File: src/uwh_consts.svh
// constants for the wake-handshake serial link
// assumes a 100 MHz system clock
`ifndef UWH_CONSTS_SVH
`define UWH_CONSTS_SVH
`define UWH_ACK_BYTE 8'h88
`define UWH_CLK_HZ 100000000
`define UWH_BAUD_MIN_BPS 4800
`define UWH_BAUD_MAX_BPS 250000
`define UWH_DIV_W 16
// fewest clocks per bit (fastest rate), rounded up
`define UWH_DIV_MIN 16'(((`UWH_CLK_HZ)+(`UWH_BAUD_MAX_BPS)-1)/(`UWH_BAUD_MAX_BPS))
// clocks per bit at the slowest rate, rounded up; below it rate > 4800 bps
`define UWH_DIV_SLOW 16'(((`UWH_CLK_HZ)+(`UWH_BAUD_MIN_BPS)-1)/(`UWH_BAUD_MIN_BPS))
`define UWH_LAST_BIT 3'h7
`define UWH_IDLE_LEVEL 1'b1
`endif

File: src/uwh_pkg.sv
// types for the wake-handshake serial link
// used by uwh_link, uwh_host_model and tb
package uwh_pkg;
   typedef logic [7:0] uwh_byte_t;
   typedef logic [15:0] uwh_div_t;
   typedef enum logic [1:0] {TX_IDLE, TX_START, TX_DATA, TX_STOP} uwh_tx_t;
   typedef enum logic [1:0] {RX_IDLE, RX_START, RX_DATA, RX_STOP} uwh_rx_t;
endpackage

File: src/uwh_link.sv
// radio-side serial link: 8N1 transmitter and receiver plus wake handshake
// assumes all inputs synchronous to clock; wakeN driven by the host only
`timescale 1ns/10ps
`include "uwh_consts.svh"

// Behaviour
// - two-wire mode: data lines only, no handshake
// - two-wire above 4800 bps disables sleep
// - three-wire: active-low wake input requests sending
// - on wake and ready, send 0x88 unless busy
// - full duplex; host sends after handshake
// - baud rate between 4800 and 250000 bps
module uwh_link
(
   // clock and reset
   input wire logic clock,
   input wire logic srst,
   // configuration
   input wire logic threeWireMode,
   input wire uwh_pkg::uwh_div_t baudDiv,
   input wire logic sleepRequest,
   input wire logic rxReady,
   // serial pins
   input wire logic radioSerialIn,
   output logic radioSerialOut,
   input wire logic wakeN,
   // user transmit side
   input wire uwh_pkg::uwh_byte_t txData,
   input wire logic txValid,
   output logic txReady,
   // user receive side
   output uwh_pkg::uwh_byte_t rxData,
   output logic rxValid,
   output logic rxFrameError,
   // status
   output logic sleepAllowed,
   output logic baudInRange,
   output logic ackSent
);
   import uwh_pkg::*;

   //**********************************************
   // configuration and handshake
   //**********************************************
   uwh_tx_t txState_ff;
   uwh_rx_t rxState_ff;
   uwh_byte_t txShift_ff;
   uwh_byte_t rxShift_ff;
   uwh_byte_t rxData_ff;
   uwh_div_t txTimer_ff;
   uwh_div_t rxTimer_ff;
   logic [2:0] txBit_ff;
   logic [2:0] rxBit_ff;
   logic txOut_ff;
   logic rxValid_ff;
   logic rxErr_ff;
   logic sleep_ff;
   logic wakePrev_ff;
   logic ackPending_ff;
   logic ackSent_ff;
   logic ackStart;
   logic txLoad;
   logic txTick;
   logic rxTick;
   logic fastRate;

   // legal divisor window
   assign baudInRange = (baudDiv >= `UWH_DIV_MIN) &&
                        (baudDiv <= `UWH_DIV_SLOW);
   assign fastRate = baudDiv < `UWH_DIV_SLOW;

   // sleep permission
   always_ff @(posedge clock)
   begin
      if (srst)
         sleep_ff <= 1'b0;
      else
         sleep_ff <= sleepRequest && !(!threeWireMode && fastRate);
   end

   // ack owed after a wake request; set wins over clear
   always_ff @(posedge clock)
   begin
      if (srst)
      begin
         wakePrev_ff <= `UWH_IDLE_LEVEL;
         ackPending_ff <= 1'b0;
      end
      else
      begin
         wakePrev_ff <= wakeN;
         if (threeWireMode && wakePrev_ff && !wakeN)
            ackPending_ff <= 1'b1;
         else if (!threeWireMode || wakeN || ackStart || txLoad)
            ackPending_ff <= 1'b0;
      end
   end

   // ack goes only when idle with no packet byte offered
   assign ackStart = threeWireMode && ackPending_ff && rxReady && !wakeN &&
                     txState_ff == TX_IDLE && !txValid && baudInRange;
   assign txReady = (txState_ff == TX_IDLE) && baudInRange;
   assign txLoad = txValid && txReady;

   //**********************************************
   // transmitter
   //**********************************************
   assign txTick = (txTimer_ff == 16'h0000);

   // transmit bit timer
   always_ff @(posedge clock)
   begin
      if (srst || txState_ff == TX_IDLE || txTick)
         txTimer_ff <= baudDiv - 16'h0001;
      else
         txTimer_ff <= txTimer_ff - 16'h0001;
   end

   // transmit framing: start, 8 data lsb first, stop
   always_ff @(posedge clock)
   begin
      if (srst)
      begin
         txState_ff <= TX_IDLE;
         txShift_ff <= 8'h00;
         txBit_ff <= 3'h0;
         txOut_ff <= `UWH_IDLE_LEVEL;
      end
      else
      begin
         unique case (txState_ff)
            TX_IDLE:
            begin
               txOut_ff <= `UWH_IDLE_LEVEL;
               if (ackStart || txLoad)
               begin
                  txShift_ff <= ackStart ? `UWH_ACK_BYTE : txData;
                  txState_ff <= TX_START;
                  txOut_ff <= 1'b0;
               end
            end
            TX_START:
               if (txTick)
               begin
                  txState_ff <= TX_DATA;
                  txBit_ff <= 3'h0;
                  txOut_ff <= txShift_ff[0];
               end
            TX_DATA:
               if (txTick)
               begin
                  if (txBit_ff == `UWH_LAST_BIT)
                  begin
                     txState_ff <= TX_STOP;
                     txOut_ff <= 1'b1;
                  end
                  else
                  begin
                     txBit_ff <= txBit_ff + 3'h1;
                     txOut_ff <= txShift_ff[txBit_ff + 3'h1];
                  end
               end
            TX_STOP:
               if (txTick)
                  txState_ff <= TX_IDLE;
         endcase
      end
   end

   // ack-sent pulse
   always_ff @(posedge clock)
   begin
      if (srst)
         ackSent_ff <= 1'b0;
      else
         ackSent_ff <= ackStart;
   end

   //**********************************************
   // receiver, independent of the transmitter
   //**********************************************
   assign rxTick = (rxTimer_ff == 16'h0000);

   // receive bit timer; half a bit first to hit mid-bit
   always_ff @(posedge clock)
   begin
      if (srst || (rxState_ff == RX_IDLE && radioSerialIn))
         rxTimer_ff <= {1'b0, baudDiv[15:1]};
      else if (rxTick)
         rxTimer_ff <= baudDiv - 16'h0001;
      else
         rxTimer_ff <= rxTimer_ff - 16'h0001;
   end

   // receive framing, one byte at a time; any chunking is above us
   always_ff @(posedge clock)
   begin
      if (srst)
      begin
         rxState_ff <= RX_IDLE;
         rxShift_ff <= 8'h00;
         rxData_ff <= 8'h00;
         rxBit_ff <= 3'h0;
         rxValid_ff <= 1'b0;
         rxErr_ff <= 1'b0;
      end
      else
      begin
         rxValid_ff <= 1'b0;
         rxErr_ff <= 1'b0;
         unique case (rxState_ff)
            RX_IDLE:
               if (!radioSerialIn && baudInRange)
                  rxState_ff <= RX_START;
            RX_START:
               if (rxTick)
               begin
                  rxBit_ff <= 3'h0;
                  rxState_ff <= radioSerialIn ? RX_IDLE : RX_DATA;
               end
            RX_DATA:
               if (rxTick)
               begin
                  rxShift_ff <= {radioSerialIn, rxShift_ff[7:1]};
                  rxBit_ff <= rxBit_ff + 3'h1;
                  if (rxBit_ff == `UWH_LAST_BIT)
                     rxState_ff <= RX_STOP;
               end
            RX_STOP:
               if (rxTick)
               begin
                  rxState_ff <= RX_IDLE;
                  rxData_ff <= rxShift_ff;
                  rxValid_ff <= radioSerialIn;
                  rxErr_ff <= !radioSerialIn;
               end
         endcase
      end
   end

   // outputs
   assign radioSerialOut = txOut_ff;
   assign rxData = rxData_ff;
   assign rxValid = rxValid_ff;
   assign rxFrameError = rxErr_ff;
   assign sleepAllowed = sleep_ff;
   assign ackSent = ackSent_ff;
endmodule

File: config.mk
export PLATFORM = sky130hd
export DESIGN_NAME = uwh_link
export DESIGN_NICKNAME = d
export VERILOG_FILES = /design/src/uwh_pkg.sv /design/src/uwh_link.sv
export VERILOG_INCLUDE_DIRS = /design/src
export SDC_FILE = /design/constraint.sdc
export NUM_CORES = 1
export LEC_CHECK = 0
export BUFFER_PORTS_ARGS = -buffer_cell sky130_fd_sc_hd__buf_2
export CORE_UTILIZATION = 60
export CTS_CLUSTER_DIAMETER = 200
export DETAILED_ROUTE_END_ITERATION = 10
export PLACE_DENSITY_LB_ADDON = 0.05
export REMOVE_ABC_BUFFERS = 1
export SETUP_SLACK_MARGIN = 0.3
export SYNTH_ARGS = -nofsm -noshare
export SYNTH_HDL_FRONTEND = slang
export SYNTH_SLANG_ARGS = --single-unit
File: constraint.sdc
create_clock -name clock -period 4 [get_ports clock]
set_input_delay 0 -clock clock [delete_from_list [all_inputs] [get_ports clock]]
set_output_delay 0 -clock clock [all_outputs]
set_load 0.1 [all_outputs]
==> impl_metrics.tcl <==
set metrics [dict create \
    yosys.cell_types.count 50 \
    grt_busiest_layer "met2" \
    clock-skew-final_ps 9.65 \
    combined_area_of_the_multi_input_logic_cells_um2 2190 \
    htree_num_levels 3 \
    worst_slew_pin_slew_ps 723 \
    die_w_um 81.5 \
    nFillCells 499 \
    tritoncts "done" \
    timing.setup.critical_path_class "input pin to flip-flop" \
    min_period_over_period_pct 65.4 \
    finalHoldViolations 0 \
    ctsResizeCount 0 \
    io_pins 47 \
    synth_seq_cells 73 \
    syn_avg_cell_area_um2 8.56 \
    critical_path_arrival_ps 2850 \
    critical_path.most_common_cell "sky130_fd_sc_hd__dlygate4sd3_1" \
    finish.cell_count_without_fillers 591 \
    total_via_count_after_detailed_routing 3456 \
    cts_root_buffer "sky130_fd_sc_hd__clkbuf_8" \
    placement.io_buffers 46 \
    initial_core_util_pct 63.0 \
    clock-sinks 73 \
    seq_area_frac_synth_pct 38.5 \
    core_area_um2 6030 \
    gp_congestion 0.925 \
    number_of_setup_violations_in_the_final_report 0 \
    finalMaxSlewViolations 0 \
    worst_ir_drop_vdd_v 0.000283 \
    final_antenna_net_count 0 \
    mappedNetlistArea_um2 3790 \
    grt_max_degree 41 \
    worst_path_max_delay_cell "sky130_fd_sc_hd__dlygate4sd3_1" \
    synth_async_sr_flop_share_pct 0 \
    regToRegSetupSlack_ps 1420 \
    worstPathMaxFanout 5 \
    synth_top_area_share_pct 38.5 \
    leakagePower_nw 1.89 \
    largest_buffer_count_on_any_clock_path 2 \
    ys_warn_count 0 \
    pwrdens_nw_per_um2 434 \
    global_route.usage.met1_pct 37.2 \
    numPlacedInstances 547 \
    drt-wirelength-per-cell_um 15.3 \
    final_period_minus_worst_setup_slack_ps 2620 \
    dp_hpwl_mm 6.16 \
    insertedDiodeCount 0 \
    wirelength_mm 9.04 \
    area_growth_pct 19.8 \
    yosys.area.top_type "sky130_fd_sc_hd__dfxtp_1" \
    drc_errors 0 \
    syn-instance-count 443 \
    layout.nets 555 \
    met2_global_route_usage_pct 46.9 \
    gr-usage-met3_pct 4.67 \
    synth.area.top_cells "sky130_fd_sc_hd__dfxtp_1 (39%), sky130_fd_sc_hd__nand2_1 (4.8%), sky130_fd_sc_hd__mux2i_1 (4.5%)" \
    ys_dominant_reg_cell "sky130_fd_sc_hd__dfxtp_1" \
    max_slew_margin_pct 51.8 \
    via_per_inst 5.85 \
    final_core_util_pct 75.4 \
    outcome "completed" \
    grt_pass1_vias 3169 \
    cp_cell_sequence "dlygate4sd3_1 > buf_2 > or3_4 > or4_4 > or3_1 > and3_4 > nor4b_1 > dlygate4sd3_1" \
    grt_use_total_pct 28.6 \
    rsz0062_at_grt "no" \
    slowest_delay_ps 580 \
    timing.max_cap.violations 0 \
    floorplan.rows 28 \
    achievable-frequency_mhz 382 \
    dieArea_um2 6640 \
    register_area_um2 1460 \
    timing.critical_path.required_ps 4240 \
    globalRoute.totalOverflow 0 \
    timing.critical_path.to_type "flip-flop" \
    worst_skew_pair_latency_ps 350 \
    critical_path.startpoint_type "input pin" \
    drt_pass1_iterations 6 \
    synth-edff-count 0 \
    die_height_um 81.5 \
    grt_first_pass_wirelength_mm 14.4 \
    post_route_cells_drive_above_1_share_pct 14.9 \
    cts_post_setup_buffers_inserted 0 \
    fin_tns_setup_ps 0 \
    path_clk_slew_ps 90 \
    hp-class "input pin to flip-flop" \
    number_of_antenna_violations_at_the_first_check_in_global_routing 0 \
    dr.first_iter.drc_count 200 \
    cts_inserted_buffers 9 \
]
-- path summary, 6_finish.rpt --
kind / from / depth (start not counted) / endpoint
hold / removal: baudDiv[13] / 3 / rxTimer_ff[12]
setup / recovery: baudDiv[11] / 8 / ackSent
hold reg to reg: rxData[6] / 2 / rxData[6]
setup reg to reg: rxTimer_ff[0] / 8 / rxShift_ff[3]
-- kinds of logic after synthesis --
family	Yosys count	synth area share (%)
fa+ha+maj	12	3.96
buf+inv	37	3.86
compound gates	96	16.4
flops	73	38.5
xor+xnor	36	8.31
simple gates	168	22.7
mux	21	6.27
-- layer usage --
| metal | routed length, um | part of all wire (%) |
|---|---|---|
| met5 | 0 | 0 |
| met4 | 159 | 1.8 |
| met3 | 468 | 5.2 |
| met2 | 4230 | 47 |
| met1 | 4190 | 46 |
-- report_power, final --
part           internal (mW)  total [mW]  leakage [nW]  switching [mW]
logic                  0.203       0.486          1.18           0.283
registers              0.810       0.885         0.602          0.0752
clock network          0.298       0.603         0.101           0.305
total                   1.31        1.97          1.89           0.663
-- through the flow --
stage | power [mW] | setup slack (ps) | instance area (um2) | hold WS [ps]
5_1_grt | 2.07 | 1140 | 4540 | 10.9
4_1_cts | 1.97 | 1410 | 4540 | 5.61
3_5_place_dp | 1.36 | 1450 | 4060 | 221
2_1_floorplan | 1.23 | 1060 | 3710 | 69.1
3_3_place_gp | 1.34 | 1600 | 4060 | 218
6_report | 1.97 | 1380 | 4540 | 20.1
-- cells in the final DEF (no fill, tap or decap), types with 7 or more instances in the layout --
cell / instances
sky130_fd_sc_hd__dfxtp_1: 73
sky130_fd_sc_hd__nand2_1: 49
sky130_fd_sc_hd__buf_2: 46
sky130_fd_sc_hd__nor2_1: 43
sky130_fd_sc_hd__dlygate4sd3_1: 28
sky130_fd_sc_hd__a21oi_1: 27
sky130_fd_sc_hd__o21ai_0: 22
sky130_fd_sc_hd__xnor2_1: 19
sky130_fd_sc_hd__inv_1: 18
sky130_fd_sc_hd__xor2_1: 17
sky130_fd_sc_hd__mux2i_1: 17
sky130_fd_sc_hd__nor3_1: 13
sky130_fd_sc_hd__ha_1: 12
sky130_fd_sc_hd__nor4_1: 11
sky130_fd_sc_hd__a211oi_1: 10
sky130_fd_sc_hd__clkbuf_8: 9
sky130_fd_sc_hd__a21o_1: 8
sky130_fd_sc_hd__a22o_1: 8
sky130_fd_sc_hd__or4_1: 7
sky130_fd_sc_hd__nand3_1: 7
-- sequential cells by signal (all words and copies together), names as in the netlist, named ones only --
name	flops
sleepAllowed	1
rxTimer_ff	16
ackPending_ff	1
rxBit_ff	3
rxFrameError	1
txBit_ff	3
ackSent	1
radioSerialOut	1
wakePrev_ff	1
rxShift_ff	8
txState_ff	2
txTimer_ff	16
rxValid	1
rxData	8
txShift_ff	8
rxState_ff	1
-- synth_stat cells, types with 10 or more instances --
| master | instances |
|---|---|
| sky130_fd_sc_hd__dfxtp_1 | 73 |
| sky130_fd_sc_hd__nand2_1 | 49 |
| sky130_fd_sc_hd__nor2_1 | 43 |
| sky130_fd_sc_hd__a21oi_1 | 27 |
| sky130_fd_sc_hd__o21ai_0 | 22 |
| sky130_fd_sc_hd__xnor2_1 | 19 |
| sky130_fd_sc_hd__clkbuf_1 | 18 |
| sky130_fd_sc_hd__inv_1 | 18 |
| sky130_fd_sc_hd__mux2i_1 | 17 |
| sky130_fd_sc_hd__xor2_1 | 17 |
| sky130_fd_sc_hd__nor3_1 | 14 |
| sky130_fd_sc_hd__ha_1 | 12 |
| sky130_fd_sc_hd__nor4_1 | 11 |
| sky130_fd_sc_hd__a211oi_1 | 10 |
-- worst max-delay path: cells and delay by family --
family        cells  cell delay, ps
simple gates      5            1560
buf+inv           3            1300
-- cell type report --
cell class	instances	share of cell area, %
Sequential cell	73	32.2
Inverter	18	1.49
Timing Repair Buffer	76	11.6
Clock buffer	9	2.73
Clock inverter	7	1.79
Tap cell	75	2.06
Multi-Input combinational cell	333	48.2
-- what timing repair did --
action / 4_1_cts / 5_1_grt
hold buffers: 28 / 0
endpoints found under the hold margin: 29 / 0
setup endpoints to repair: 0 / 0
No activity file was read; power rests on OpenSTA's default activity.
